### config.mk
export PLATFORM = sky130hd
export DESIGN_NAME = audio_control_i2c_regs
export DESIGN_NICKNAME = d
export VERILOG_FILES = /design/src/logic/audio_ctrl_pkg.sv /design/src/logic/pin_sync.sv /design/src/logic/audio_control_i2c_regs.sv
export SDC_FILE = /design/constraint.sdc
export NUM_CORES = 1
export LEC_CHECK = 0
export ABC_AREA = 1
export ABC_CLOCK_PERIOD_IN_PS = 5750
export BUFFER_PORTS_ARGS = -buffer_cell sky130_fd_sc_hd__buf_2
export CAP_MARGIN = 40
export CORE_ASPECT_RATIO = 1.25
export CORE_UTILIZATION = 61
export DETAILED_ROUTE_END_ITERATION = 16
export PLACE_DENSITY = 0.9
export SLEW_MARGIN = 10
export SYNTH_ARGS = -nofsm -noshare
export SYNTH_HDL_FRONTEND = slang
export SYNTH_SLANG_ARGS = --single-unit
### constraint.sdc
create_clock -name sys_clk -period 5.75 [get_ports sys_clk]
set_input_delay 1.4375 -clock sys_clk [delete_from_list [all_inputs] [get_ports sys_clk]]
set_output_delay 1.4375 -clock sys_clk [all_outputs]
set_load 0.02 [all_outputs]
### src/logic/audio_ctrl_pkg.sv
// Constants, tables and types for the audio control serial register block
// Notes on behaviour
// [RULE1] Controller leaves bus idle at least 4.7 us between stop and start; the bench controller model waits 2 * HALF_CYC cycles (128 ns) after stop.
// [RULE2] Controller holds start at least 4.0 us before first clock; the bench controller model holds it HALF_CYC cycles (64 ns).
// [RULE3] Clock low at least 4.7 us, high at least 4.0 us, max 100 kHz; the bench controller model holds low and high HALF_CYC cycles (64 ns) each.
// [RULE4] Write is start, address, ack, index, ack, data, ack, stop.
// [RULE5] Address byte bit 0 is direction; only writes (low) are answered.
// [RULE6] Device address is 1000000 plus strap bit; strap high sets it.
// [RULE7] Index 0..5 selects volumes, enhancer, bass, treble, gain control.
// [RULE8] Further data bytes go to successively higher indexes.
// [RULE9] Index advance never wraps from 5 to 0; extra bytes are dropped.
// [RULE10] Volume byte is one attenuation code; all ones 0 dB, zero muted.
// [RULE11] Volume code maps through a table from 0 dB to -84 dB, then mute.
// [RULE12] Register 2: upper nibble process level, lower nibble contour level.
// [RULE13] Registers 3 and 4: bit 7 enhancer or mute, low seven bits level.
// [RULE14] Register 5: gain control, surround, stereo, mono, loop enable bits.
// [RULE15] Register 5 bits 2..0 give surround effect level.
// [RULE16] Controller should mute before changing enhancer or surround settings.
// [RULE17] Bytes after a data byte are data, never a new index.
// [RULE18] Seven-bit tone codes map through a table from -15 dB to +15 dB.
// [RULE19] Surround code 0..7 maps to 3..10 dB in 1 dB steps.
// [RULE20] Ack matching address, index and data; write lands on data ack.
// [RULE21] Start mid-transfer restarts addressing; stop returns to idle.
package audio_ctrl_pkg;

   // ***********************************************
   // Clock and bus timing
   // ***********************************************
   localparam int CLK_PERIOD_NS = 8;
   localparam int T_BUF_NS = 4700;
   localparam int T_HD_STA_NS = 4000;
   localparam int T_LOW_NS = 4700;
   localparam int T_HIGH_NS = 4000;
   localparam int T_BUF_CYC = (T_BUF_NS + CLK_PERIOD_NS - 1) / CLK_PERIOD_NS;
   localparam int T_HD_STA_CYC =
      (T_HD_STA_NS + CLK_PERIOD_NS - 1) / CLK_PERIOD_NS;
   localparam int T_LOW_CYC = (T_LOW_NS + CLK_PERIOD_NS - 1) / CLK_PERIOD_NS;
   localparam int T_HIGH_CYC = (T_HIGH_NS + CLK_PERIOD_NS - 1) / CLK_PERIOD_NS;

   // ***********************************************
   // Address, register map and field layout
   // ***********************************************
   localparam logic [5:0] DEV_ADDR_HIGH = 6'h20;
   localparam logic [7:0] IDX_LEFT_VOLUME = 8'h00;
   localparam logic [7:0] IDX_RIGHT_VOLUME = 8'h01;
   localparam logic [7:0] IDX_ENHANCER_LEVELS = 8'h02;
   localparam logic [7:0] IDX_ENHANCER_ENABLE_BASS = 8'h03;
   localparam logic [7:0] IDX_MUTE_TREBLE = 8'h04;
   localparam logic [7:0] IDX_GAIN_CTRL_SURROUND = 8'h05;
   localparam logic [7:0] IDX_LAST = 8'h05;
   localparam logic [7:0] IDX_SATURATE = 8'hFF;
   localparam logic [7:0] REG_RESET = 8'h00;
   localparam int BIT_ENABLE = 7;
   localparam int BIT_SURROUND_ON = 6;
   localparam int BIT_SURROUND_STEREO = 5;
   localparam int BIT_SURROUND_MONO = 4;
   localparam int BIT_LOOP = 3;
   localparam logic [3:0] ACK_BIT_CNT = 4'h8;
   localparam logic [3:0] ACK_END_CNT = 4'h9;

   // ***********************************************
   // Decode tables
   // ***********************************************
   localparam logic [6:0] ATTEN_MUTED = 7'h7F;
   localparam int VOL_ONE_DB_LAST = 20;
   localparam int VOL_ENTRIES = 53;
   localparam logic [7:0] VOL_CODES [0:52] = '{
      8'hFF, 8'hEA, 8'hDF, 8'hD6, 8'hCF, 8'hC8, 8'hC2, 8'hB9, 8'hB8, 8'hB3,
      8'hAE, 8'hAA, 8'hA6, 8'hA2, 8'h9E, 8'h9A, 8'h96, 8'h93, 8'h90, 8'h8C,
      8'h89, 8'h83, 8'h7D, 8'h78, 8'h72, 8'h6D, 8'h68, 8'h64, 8'h5F, 8'h5B,
      8'h57, 8'h52, 8'h4F, 8'h4B, 8'h47, 8'h42, 8'h40, 8'h3D, 8'h3A, 8'h37,
      8'h34, 8'h32, 8'h2F, 8'h2D, 8'h2A, 8'h28, 8'h26, 8'h24, 8'h22, 8'h20,
      8'h1E, 8'h1D, 8'h1B};
   localparam int TONE_ENTRIES = 17;
   localparam logic [6:0] TONE_CODES [0:16] = '{
      7'h3F, 7'h36, 7'h32, 7'h2F, 7'h2D, 7'h2B, 7'h29, 7'h26, 7'h20,
      7'h1A, 7'h17, 7'h15, 7'h13, 7'h11, 7'h0E, 7'h0A, 7'h00};
   localparam logic signed [4:0] TONE_GAINS [0:16] = '{
      5'sd15, 5'sd14, 5'sd12, 5'sd10, 5'sd8, 5'sd6, 5'sd4, 5'sd2, 5'sd0,
      -5'sd2, -5'sd4, -5'sd6, -5'sd8, -5'sd10, -5'sd12, -5'sd14, -5'sd15};
   localparam logic [3:0] SURROUND_BASE_DB = 4'h3;

   // Receiver states, Gray coded along idle, address, index, data
   typedef enum logic [2:0] {
      ST_IDLE = 3'b000,
      ST_ADDR = 3'b001,
      ST_INDEX = 3'b011,
      ST_DATA = 3'b010,
      ST_IGNORE = 3'b110
   } rx_state_t;

endpackage

### src/logic/pin_sync.sv
// Two-flop pin synchroniser with edge detection
`timescale 1ns/1ns
module pin_sync #(
   parameter logic IDLE_LEVEL = 1'b1
) (
   input wire logic sys_clk,
   input wire logic sys_rst,
   input wire logic pin_in,
   output logic level,
   output logic rise,
   output logic fall
);

   logic meta_reg;
   logic stable_reg;
   logic prev_reg;

   // First flop feeds only the second; edges come from later stages
   always_ff @(posedge sys_clk) begin
      if (sys_rst) begin
         meta_reg <= IDLE_LEVEL;
         stable_reg <= IDLE_LEVEL;
         prev_reg <= IDLE_LEVEL;
      end else begin
         meta_reg <= pin_in;
         stable_reg <= meta_reg;
         prev_reg <= stable_reg;
      end
   end

   assign level = stable_reg;
   assign rise = stable_reg & ~prev_reg;
   assign fall = ~stable_reg & prev_reg;

endmodule

### src/logic/audio_control_i2c_regs.sv
// Write-only two-wire serial slave holding six audio control registers
`timescale 1ns/1ns
module audio_control_i2c_regs (
   input wire logic sys_clk,
   input wire logic sys_rst,
   input wire logic scl_in,
   input wire logic sda_in,
   output logic sda_out,
   output logic sda_oe,
   input wire logic chip_strap,
   output logic [7:0] left_volume,
   output logic [7:0] right_volume,
   output logic [7:0] enhancer_levels,
   output logic [7:0] enhancer_enable_bass,
   output logic [7:0] mute_treble,
   output logic [7:0] gain_ctrl_surround,
   output logic [3:0] enhancer_process,
   output logic [3:0] enhancer_contour,
   output logic enhancer_on,
   output logic [6:0] bass_level,
   output logic mute_on,
   output logic [6:0] treble_level,
   output logic agc_on,
   output logic surround_on,
   output logic surround_stereo,
   output logic surround_mono,
   output logic loop_on,
   output logic [2:0] surround_level,
   output logic [6:0] left_atten_db,
   output logic [6:0] right_atten_db,
   output logic signed [4:0] bass_gain_db,
   output logic signed [4:0] treble_gain_db,
   output logic [3:0] surround_gain_db
);

   // ***********************************************
   // Decode functions
   // ***********************************************

   // Volume code to attenuation in dB, muted code below the bottom entry
   function automatic logic [6:0] vol_to_atten(input logic [7:0] code);
      int i;
      logic [6:0] atten;
      atten = audio_ctrl_pkg::ATTEN_MUTED;
      for (i = audio_ctrl_pkg::VOL_ENTRIES - 1; i >= 0; i--) begin
         if (code >= audio_ctrl_pkg::VOL_CODES[i]) begin
            if (i <= audio_ctrl_pkg::VOL_ONE_DB_LAST) begin
               atten = 7'(i);
            end else begin
               atten = 7'(2 * i - audio_ctrl_pkg::VOL_ONE_DB_LAST);
            end
         end
      end
      return atten;
   endfunction

   // Tone code to signed gain, nearest table entry at or below the code
   function automatic logic signed [4:0] tone_to_gain(input logic [6:0] code);
      int i;
      logic signed [4:0] gain;
      gain = audio_ctrl_pkg::TONE_GAINS[audio_ctrl_pkg::TONE_ENTRIES - 1];
      for (i = audio_ctrl_pkg::TONE_ENTRIES - 1; i >= 0; i--) begin
         if (code >= audio_ctrl_pkg::TONE_CODES[i]) begin
            gain = audio_ctrl_pkg::TONE_GAINS[i];
         end
      end
      return gain;
   endfunction

   // ***********************************************
   // Pin synchronisers
   // ***********************************************
   logic scl_level;
   logic scl_rise;
   logic scl_fall;
   logic sda_level;
   logic sda_rise;
   logic sda_fall;
   logic strap_level;

   pin_sync scl_sync (
      .sys_clk(sys_clk), .sys_rst(sys_rst), .pin_in(scl_in),
      .level(scl_level), .rise(scl_rise), .fall(scl_fall)
   );
   pin_sync sda_sync (
      .sys_clk(sys_clk), .sys_rst(sys_rst), .pin_in(sda_in),
      .level(sda_level), .rise(sda_rise), .fall(sda_fall)
   );
   pin_sync #(.IDLE_LEVEL(1'b0)) strap_sync (
      .sys_clk(sys_clk), .sys_rst(sys_rst), .pin_in(chip_strap),
      .level(strap_level), .rise(), .fall()
   );

   // ***********************************************
   // Receiver
   // ***********************************************
   audio_ctrl_pkg::rx_state_t state_reg;
   logic [3:0] bit_cnt_reg;
   logic [7:0] shift_reg;
   logic [7:0] index_reg;
   logic ack_oe_reg;
   logic [7:0] regs_reg [0:5];
   logic start_cond;
   logic stop_cond;
   logic addr_match;
   logic accept;
   logic ack_begin;
   logic ack_commit;
   logic ack_end;

   assign start_cond = sda_fall & scl_level;
   assign stop_cond = sda_rise & scl_level;
   assign ack_begin = scl_fall && bit_cnt_reg == audio_ctrl_pkg::ACK_BIT_CNT;
   assign ack_commit = scl_rise && bit_cnt_reg == audio_ctrl_pkg::ACK_END_CNT
      && ack_oe_reg;
   assign ack_end = scl_fall && bit_cnt_reg == audio_ctrl_pkg::ACK_END_CNT;

   // [RULE5] [RULE6] write-direction address match
   assign addr_match = shift_reg[7:1] ==
      {audio_ctrl_pkg::DEV_ADDR_HIGH, strap_level} && !shift_reg[0];
   assign accept = (state_reg == audio_ctrl_pkg::ST_ADDR) ? addr_match :
      (state_reg == audio_ctrl_pkg::ST_INDEX ||
       state_reg == audio_ctrl_pkg::ST_DATA);

   // [RULE4] eight data bits then one ack bit
   always_ff @(posedge sys_clk) begin
      if (sys_rst || start_cond || stop_cond) begin
         bit_cnt_reg <= 4'h0;
      end else if (ack_end) begin
         bit_cnt_reg <= 4'h0;
      end else if (ack_begin) begin
         bit_cnt_reg <= audio_ctrl_pkg::ACK_END_CNT;
      end else if (scl_rise && bit_cnt_reg < audio_ctrl_pkg::ACK_BIT_CNT) begin
         bit_cnt_reg <= bit_cnt_reg + 4'h1;
      end
   end

   // Serial shift, most significant bit first
   always_ff @(posedge sys_clk) begin
      if (sys_rst) begin
         shift_reg <= 8'h00;
      end else if (scl_rise && bit_cnt_reg < audio_ctrl_pkg::ACK_BIT_CNT) begin
         shift_reg <= {shift_reg[6:0], sda_level};
      end
   end

   // [RULE21] start restarts addressing, stop returns to idle
   always_ff @(posedge sys_clk) begin
      if (sys_rst || stop_cond) begin
         state_reg <= audio_ctrl_pkg::ST_IDLE;
      end else if (start_cond) begin
         state_reg <= audio_ctrl_pkg::ST_ADDR;
      end else if (ack_end) begin
         case (state_reg)
            audio_ctrl_pkg::ST_ADDR: begin
               state_reg <= ack_oe_reg ? audio_ctrl_pkg::ST_INDEX :
                  audio_ctrl_pkg::ST_IGNORE;
            end
            audio_ctrl_pkg::ST_INDEX: begin
               state_reg <= audio_ctrl_pkg::ST_DATA;
            end
            // [RULE17] data stays data
            audio_ctrl_pkg::ST_DATA: begin
               state_reg <= audio_ctrl_pkg::ST_DATA;
            end
            default: begin
               state_reg <= state_reg;
            end
         endcase
      end
   end

   // [RULE20] pull data low through the ack bit only when accepted
   always_ff @(posedge sys_clk) begin
      if (sys_rst || start_cond || stop_cond || ack_end) begin
         ack_oe_reg <= 1'b0;
      end else if (ack_begin) begin
         ack_oe_reg <= accept;
      end
   end

   // [RULE7] [RULE8] [RULE9] index load and saturating advance
   always_ff @(posedge sys_clk) begin
      if (sys_rst) begin
         index_reg <= 8'h00;
      end else if (ack_commit && state_reg == audio_ctrl_pkg::ST_INDEX) begin
         index_reg <= shift_reg;
      end else if (ack_commit && state_reg == audio_ctrl_pkg::ST_DATA &&
                   index_reg != audio_ctrl_pkg::IDX_SATURATE) begin
         index_reg <= index_reg + 8'h01;
      end
   end

   // [RULE20] register takes the byte on its ack clock
   always_ff @(posedge sys_clk) begin
      if (sys_rst) begin
         for (int r = 0; r <= 5; r++) begin
            regs_reg[r] <= audio_ctrl_pkg::REG_RESET;
         end
      end else if (ack_commit && state_reg == audio_ctrl_pkg::ST_DATA &&
                   index_reg <= audio_ctrl_pkg::IDX_LAST) begin
         regs_reg[index_reg[2:0]] <= shift_reg;
      end
   end

   assign sda_out = 1'b0;
   assign sda_oe = ack_oe_reg;

   // ***********************************************
   // Register outputs and field decode
   // ***********************************************
   assign left_volume = regs_reg[audio_ctrl_pkg::IDX_LEFT_VOLUME[2:0]];
   assign right_volume = regs_reg[audio_ctrl_pkg::IDX_RIGHT_VOLUME[2:0]];
   assign enhancer_levels = regs_reg[audio_ctrl_pkg::IDX_ENHANCER_LEVELS[2:0]];
   assign enhancer_enable_bass =
      regs_reg[audio_ctrl_pkg::IDX_ENHANCER_ENABLE_BASS[2:0]];
   assign mute_treble = regs_reg[audio_ctrl_pkg::IDX_MUTE_TREBLE[2:0]];
   assign gain_ctrl_surround =
      regs_reg[audio_ctrl_pkg::IDX_GAIN_CTRL_SURROUND[2:0]];

   // [RULE12] process and contour nibbles
   assign enhancer_process = enhancer_levels[7:4];
   assign enhancer_contour = enhancer_levels[3:0];
   // [RULE13] enable bits and tone levels
   assign enhancer_on = enhancer_enable_bass[audio_ctrl_pkg::BIT_ENABLE];
   assign bass_level = enhancer_enable_bass[6:0];
   assign mute_on = mute_treble[audio_ctrl_pkg::BIT_ENABLE];
   assign treble_level = mute_treble[6:0];
   // [RULE14] gain control and surround modes
   assign agc_on = gain_ctrl_surround[audio_ctrl_pkg::BIT_ENABLE];
   assign surround_on = gain_ctrl_surround[audio_ctrl_pkg::BIT_SURROUND_ON];
   assign surround_stereo =
      gain_ctrl_surround[audio_ctrl_pkg::BIT_SURROUND_STEREO];
   assign surround_mono = gain_ctrl_surround[audio_ctrl_pkg::BIT_SURROUND_MONO];
   assign loop_on = gain_ctrl_surround[audio_ctrl_pkg::BIT_LOOP];
   // [RULE15] surround effect level
   assign surround_level = gain_ctrl_surround[2:0];

   // [RULE10] [RULE11] [RULE18] [RULE19] gain lookups, one cycle behind
   always_ff @(posedge sys_clk) begin
      if (sys_rst) begin
         left_atten_db <= audio_ctrl_pkg::ATTEN_MUTED;
         right_atten_db <= audio_ctrl_pkg::ATTEN_MUTED;
         bass_gain_db <= -5'sd15;
         treble_gain_db <= -5'sd15;
         surround_gain_db <= audio_ctrl_pkg::SURROUND_BASE_DB;
      end else begin
         left_atten_db <= vol_to_atten(left_volume);
         right_atten_db <= vol_to_atten(right_volume);
         bass_gain_db <= tone_to_gain(bass_level);
         treble_gain_db <= tone_to_gain(treble_level);
         surround_gain_db <= {1'b0, surround_level} +
            audio_ctrl_pkg::SURROUND_BASE_DB;
      end
   end
endmodule

==> impl_results.md, run 1 <==
- Worst path arrival time: 3460 ps
- Worst skew pair latency: 350 ps
- CTS tree: yes
- Drt total wl: 16.6 mm
- Initial Util: 62.4%
- # H-tree levels: 3
- Hold WC Path Type: flip-flop to flip-flop
- Via count: 6584
- Area grow syn2layout: 11.3%
- Period utilization: 59.7%
- First-pass DRT Iterations: 5
- Gate Count Post-Synth: 951
- Post-CTS sizing: 0
- Largest area contributor in the netlist: edfxtp_1
- Leakage: 3.39 nW
- CTS Buf Count: 9
- Largest family of logic cells by synthesized area: simple AND/OR/NAND/NOR gates
- Post-layout util: 69.5%
- Via-per-instance ratio: 5.63
- Slowest CP cell: o311ai_0
- Avg WL per Cell: 14.2 um
- Synthesized area: 6600 um2
- I/O pins: 115
- # hold bufs at CTS: 0
- Least-Margin Pin Slew: 877 ps
- Relative slew slack: 40.8%
- WS Path Type: flip-flop to flip-flop
- Seq/Total Area, Yosys: 40.1%
- Placer Congestion: 1.01
- Cell Area, Placed: 7030 um2
- Hold Vio Cnt, Final: 0
- Filler-free cell count of the finished design: 1169
- CTS Root Cell: clkbuf_16
- Site Rows: 42
- Hold WS: 406 ps
- # Post-CTS Setup Buffers: 0
- First-pass GRT wire length: 26.6 mm
- Multi-input gate area: 3150 um2
- Synth Area in XOR/XNOR: 0.531%
- Largest register FFs: 48
- DP HPWL: 12.4 mm
- Slew Viols, Final: 0
- Syn avg cell area: 6.93 um2
- Unrepaired setup endpoints after global routing: no
- Clock slew at reported path FFs: 70 ps
- Fill count: 905
- Ys Warns: 0
- Final Critical Period: 3430 ps
- Fmax: 0.291 GHz
- Leading post-synthesis cells by cell area: edfxtp_1 22%, dfxtp_1 18%, nand2_1 15%
- Layout cells sized above 1: 16.3%
- # setup viols final: 0
- Maximum Capacitance Violations: 0
- Largest net degree at the start of global routing: 40
- Critical Path RT: 5780 ps
- Final Net Count: 1044
- Simple-Gate Fraction of Synth Area: 28.4%
- Startpoint Class: flip-flop
- Die area: 11200 um2
- CTS max path bufs: 2
- Gr usage total: 30.2%
- Chip width: 95 um
- Synth Area in Compound Gates: 17.3%
- Antenna Nets Post-Route: 0
- DRT iter0 DRCs: 566
- Fin Setup TNS: 0 ps
- Adder-Cell Fraction of Synth Area: 1.33%
- Register area: 2640 um2
- Crit-path max FO: 9
- Synth cell types: 45
- Critical Path, Cell by Cell: inv_1 > nor2_1 > nand4_1 > nor3_1 > o311ai_0 > nor2_1 > clkinv_1 > nor2_1 > nand3_1 > nand2_1
- Syn Nets: 963
- Post-route cell area: 7340 um2
- Number of global-route vias before repair: 5896
- Worst IR Drop VDD: 0.000169 V
- Power Dens Cells: 240 nW/um2
- Diode count: 0
- Yosys reg bits: 108
- Crit path largest cell delay: 380 ps
- Worst Skew: 5.69 ps
- CP dominant cell by count: nor2_1
- Die Height: 118 um
- Post-synthesis mux area share: 0%
- Initial antenna violation count: 0
- Top cell type's share of synthesized area: 21.9%
- Core Box Area: 10600 um2
- Count of input and output buffers: 113
- CP endpoint kind: flip-flop
- CTS Sinks: 108
- Post-Place Cells: 1153
- Drc violations: 0
- Grt ovf: 0
- Status: complete, no violations
cells in the final DEF (no fill, tap or decap), types with 3 or more instances in the layout:
cell	Yosys	layout
nand2_1	257	257
nor2_1	127	127
inv_1	118	118
buf_2	1	114
a21oi_1	88	88
o21ai_0	68	68
dfxtp_1	60	60
edfxtp_1	48	48
nand3_1	17	17
a31oi_1	13	13
nand4_1	11	11
nor3_1	10	10
nand2_2	9	9
clkbuf_16	0	9
inv_2	7	7
ha_1	7	7
or2_2	6	6
nor2_4	6	6
a221o_1	5	5
clkinv_1	4	4
xor2_1	4	4
o211ai_1	4	4
nor2_2	4	4
a21boi_0	4	4
a32o_1	3	3
a22oi_1	3	3
where the power goes:
part	internal [W]	total, W	switching, W
clock network	0.000345	0.000635	0.000290
logic	0.0000816	0.000264	0.000182
registers	0.000832	0.000861	0.0000287
cell families (layout without fill, tap and decap cells):
kind of cell	after synthesis	count (layout)
DFF	108	108
AOI/OAI and AO/OA	202	202
xor gates and xnor gates	4	4
and+or+nand+nor	453	453
adders and majority gates	7	7
other	1	1
buffers and inverters	176	262
through the flow:
stage,worst slack (ps),power (W)
finish,2320,0.00176
global route,1890,0.00183
CTS,2370,0.00176
detailed placement,2310,0.00114
global placement,2420,0.00113
floorplan,2770,0.00107
critical path: cells and delay by family, from the launching register on:
kind	cells	cell delay, ps
compound gates	1	380
buf+inv	2	370
flops	1	330
simple gates	7	2030
cell usage after synthesis (all sizes together):
cell / n
a21boi: 5
and2: 2
conb: 1
a211oi: 1
o21a: 2
o21ai: 68
a21oi: 89
xor2: 4
dfxtp: 60
o41ai: 1
clkinv: 4
o311ai: 2
buf: 38
o211ai: 4
nand4: 11
o221ai: 2
nor3: 10
a32o: 3
nor3b: 1
o22ai: 1
or2: 6
a221o: 5
nor2: 137
ha: 7
nor4: 2
o21bai: 2
edfxtp: 48
clkbuf: 8
inv: 126
a31oi: 13
and3: 1
a22oi: 3
o31ai: 1
nand2: 266
nand3: 17
worst paths after layout:
| path | startpoint | endpoint | slack (ps) | cells past startpoint |
|---|---|---|---|---|
| worst max-delay path | scl_sync.level | regs_reg[3][4] | 2320 | 10 |
| worst min-delay path | strap_sync.meta_reg | strap_sync.level | 410 | 2 |
| worst max register to register | scl_sync.level | regs_reg[3][4] | 2320 | 10 |
| worst min register to register | strap_sync.meta_reg | strap_sync.level | 410 | 2 |
final cells by class:
type / instances / share of cell area, %
Multi-Input combinational cell: 667 / 42.9
Sequential cell: 108 / 36.0
Timing Repair Buffer: 116 / 7.98
Inverter: 130 / 6.68
Clock buffer: 9 / 3.07
Tap cell: 132 / 2.25
Clock inverter: 7 / 1.13
routing by layer:
layer,wire length [um],part of all wire [%],track usage (%),vias to the layer above
met3,1370,8.2,6.95,57
met4,454,2.7,14.7,0
met1,6400,38,35.3,2961
li1,-,-,-,3234
met2,8420,51,51.0,332
met5,0,0,0,-
(Power assumes the default switching activity.)
==> inputs of run 2 (changes only) <==
--- a/config.mk
+++ b/config.mk
@@ -6,13 +6,13 @@
 export NUM_CORES = 1
 export LEC_CHECK = 0
 export ABC_AREA = 1
-export ABC_CLOCK_PERIOD_IN_PS = 5750
+export ABC_CLOCK_PERIOD_IN_PS = 2800
 export BUFFER_PORTS_ARGS = -buffer_cell sky130_fd_sc_hd__buf_2
 export CAP_MARGIN = 40
 export CORE_ASPECT_RATIO = 1.25
-export CORE_UTILIZATION = 61
+export CORE_UTILIZATION = 51
 export DETAILED_ROUTE_END_ITERATION = 16
-export PLACE_DENSITY = 0.9
+export PLACE_DENSITY = 0.81
 export SLEW_MARGIN = 10
 export SYNTH_ARGS = -nofsm -noshare
 export SYNTH_HDL_FRONTEND = slang
==> constraint.sdc (replaced) <==
create_clock -name sys_clk -period 2.8 [get_ports sys_clk]
set_input_delay 0.7 -clock sys_clk [delete_from_list [all_inputs] [get_ports sys_clk]]
set_output_delay 0.7 -clock sys_clk [all_outputs]
set_load 0.02 [all_outputs]
==> run 2 against run 1 <==
Against the previous run: the run now ends with setup timing left; power rose by 110%; clock power rose by 100%; critical path type unchanged; register-to-register slack worse by 2600 ps; largest power group unchanged.
==> impl_results.md, run 2 (same netlist as run 1, synthesis figures left out) <==
- # H-tree levels: 3 (unchanged)
- CTS Buf Count: 9 (unchanged)
- Status: finished, violations left
- WS Path Type: flip-flop to flip-flop
- Slew Viols, Final: 0 (unchanged)
- Drc violations: 0 (unchanged)
- Initial Util: 52.1% (-10 points)
- Crit-path max FO: 3 (-6)
- Period utilization: 111% (+51 points)
- Top Family by Delay on Critical Path: simple AND/OR/NAND/NOR gates
- Diode count: 0 (unchanged)
- Final Critical Period: 3090 ps (-338 ps)
- Reg2reg setup slack: -290 ps (-2610 ps)
- First-pass GRT wire length: 27.8 mm (+4.6%)
- Worst skew pair latency: 360 ps (about the same)
- Count of input and output buffers: 113 (unchanged)
- Hold WC Path Type: flip-flop to flip-flop
- Avg WL per Cell: 13.6 um (-4.6%)
- CP dominant cell by count: nand2_1
- Failing checks: setup timing
- Unrepaired setup endpoints after global routing: yes
- Die area: 13400 um2 (+19%)
- CTS max path bufs: 2 (unchanged)
- Number of global-route vias before repair: 5964 (+1.2%)
- Fin Setup TNS: -612 ps (-612 ps)
- Worst setup margin: -294 ps (-2610 ps)
- Largest register FFs: 48 (unchanged)
- CTS Sinks: 108 (unchanged)
- Slowest CP cell: edfxtp_1
- Tot Pwr: 0.00371 W (+110%)
- # setup viols final: 3 (+3)
- Via count: 6875 (+4.4%)
- Placer Congestion: 0.957 (-5.0%)
- Startpoint Class: flip-flop
- Clock slew at reported path FFs: 80 ps (about the same)
- Worst IR Drop VDD: 0.000337 V (+99%)
- Via-per-instance ratio: 5.20 (-7.7%)
- Largest net degree at the start of global routing: 40 (unchanged)
- Drt total wl: 18.0 mm (+7.9%)
- Core Box Area: 12700 um2 (+20%)
- Final Net Count: 1161 (+11%)
- Least-Margin Pin Slew: 538 ps (-339 ps)
- Initial antenna violation count: 0 (unchanged)
- Power Dens Cells: 444 nW/um2 (+85%)
- Gr usage total: 26.1% (-4.1 points)
- Crit path largest cell delay: 450 ps (+70 ps)
- DRT iter0 DRCs: 457 (-19%)
- Pre-CTS setup slack: -231 ps (-2550 ps)
- Area grow syn2layout: 26.7%
- CTS tree: yes
- CP endpoint kind: flip-flop
- CTS Root Cell: clkbuf_16
- I/O pins: 115 (unchanged)
- First-pass DRT Iterations: 6 (+1)
- Hold WS: 415 ps (+8.38 ps)
- Commonest non-fill, non-tap cells in the layout: 251 x nand2_1, 119 x nor2_1, 117 x buf_4, 116 x inv_1, 113 x buf_2
- Fmax: 0.323 GHz (+11%)
- Leakage: 3.98 nW (+17%)
- Worst path arrival time: 3330 ps (-130 ps)
- Die Height: 129 um (+9.2%)
- Hold Vio Cnt, Final: 0 (unchanged)
- Grt ovf: 0 (unchanged)
- Site Rows: 46 (+9.5%)
- Relative slew slack: 64.1% (+23 points)
- Layout cells sized above 1: 26.5% (+10 points)
- Maximum Capacitance Violations: 0 (unchanged)
- Chip width: 104 um (+9.2%)
- Worst Skew: 12.7 ps (+7.01 ps)
- Antenna Nets Post-Route: 0 (unchanged)
- WP buf/inv: 2 (unchanged)
- Critical Path RT: 3030 ps (-2750 ps)
- # hold bufs at CTS: 0 (unchanged)
- Commonest non-fill, non-tap cell in the layout: nand2_1
- DP HPWL: 13.6 mm (+9.5%)
[run 2: changes by cell type in the layout (fill, tap and decap cells not counted), moves of 3 or more]
cell and delta:
buf_4 +115, buf_6 +3, nand2_1 -6, nand2_2 +5
nor2_1 -8, nor2_2 +3, nor2_4 +5
[run 2: stage by stage]
stage	instances	cell area (um2)	utilization, %
6_report	1322	8360	66.0
5_1_grt	1322	8360	66.0
4_1_cts	1318	8270	65.3
3_5_place_dp	1290	7850	62.0
3_3_place_gp	1290	7850	62.0
2_1_floorplan	951	6610	-
[run 2: path summary, 6_finish.rpt]
path | startpoint | end | depth (start not counted)
max | regs_reg[1][2] | right_atten_db[1] | 43
min | scl_sync.meta_reg | scl_sync.level | 1
max reg2reg | regs_reg[1][2] | right_atten_db[1] | 43
min reg2reg | scl_sync.meta_reg | scl_sync.level | 1
[run 2: cell type report]
cell class | instances | area, um2
Tap cell | 168 | 210
Fill cell | 1089 | 4310
Clock buffer | 9 | 225
Timing Repair Buffer | 233 | 1480
Clock inverter | 7 | 81.3
Inverter | 130 | 490
Sequential cell | 108 | 2640
Multi-Input combinational cell | 667 | 3230
[run 2: timing repair]
| action | in CTS | in global routing |
|---|---|---|
| buffers inserted | 12 | 4 |
| resized for setup | 8 | 19 |
| endpoints found under the setup margin | 3 | 17 |
| pin swaps | 4 | 8 |
| cloned | 0 | 0 |
[run 2: per-layer routing]
layer	vias to the layer above	part of all wire, %	GRT usage [%]
met5	-	0	0
met4	0	3.4	11.8
met3	61	5.5	3.32
met2	266	51	48.8
met1	3084	41	29.9
li1	3464	-	-
[run 2: worst register-to-register path: cells and delay by family, from the launching register on]
family | cells | cell delay (ps)
AO/OA/AOI/OAI | 1 | 190
flip-flops | 1 | 450
AND/OR/NAND/NOR | 40 | 2100
buffers and inverters | 2 | 230
[run 2: power breakdown]
part	total, W	internal (W)	switching (W)
clock network	0.00129	0.000646	0.000643
logic	0.000662	0.000249	0.000412
registers	0.00176	0.00171	0.0000511
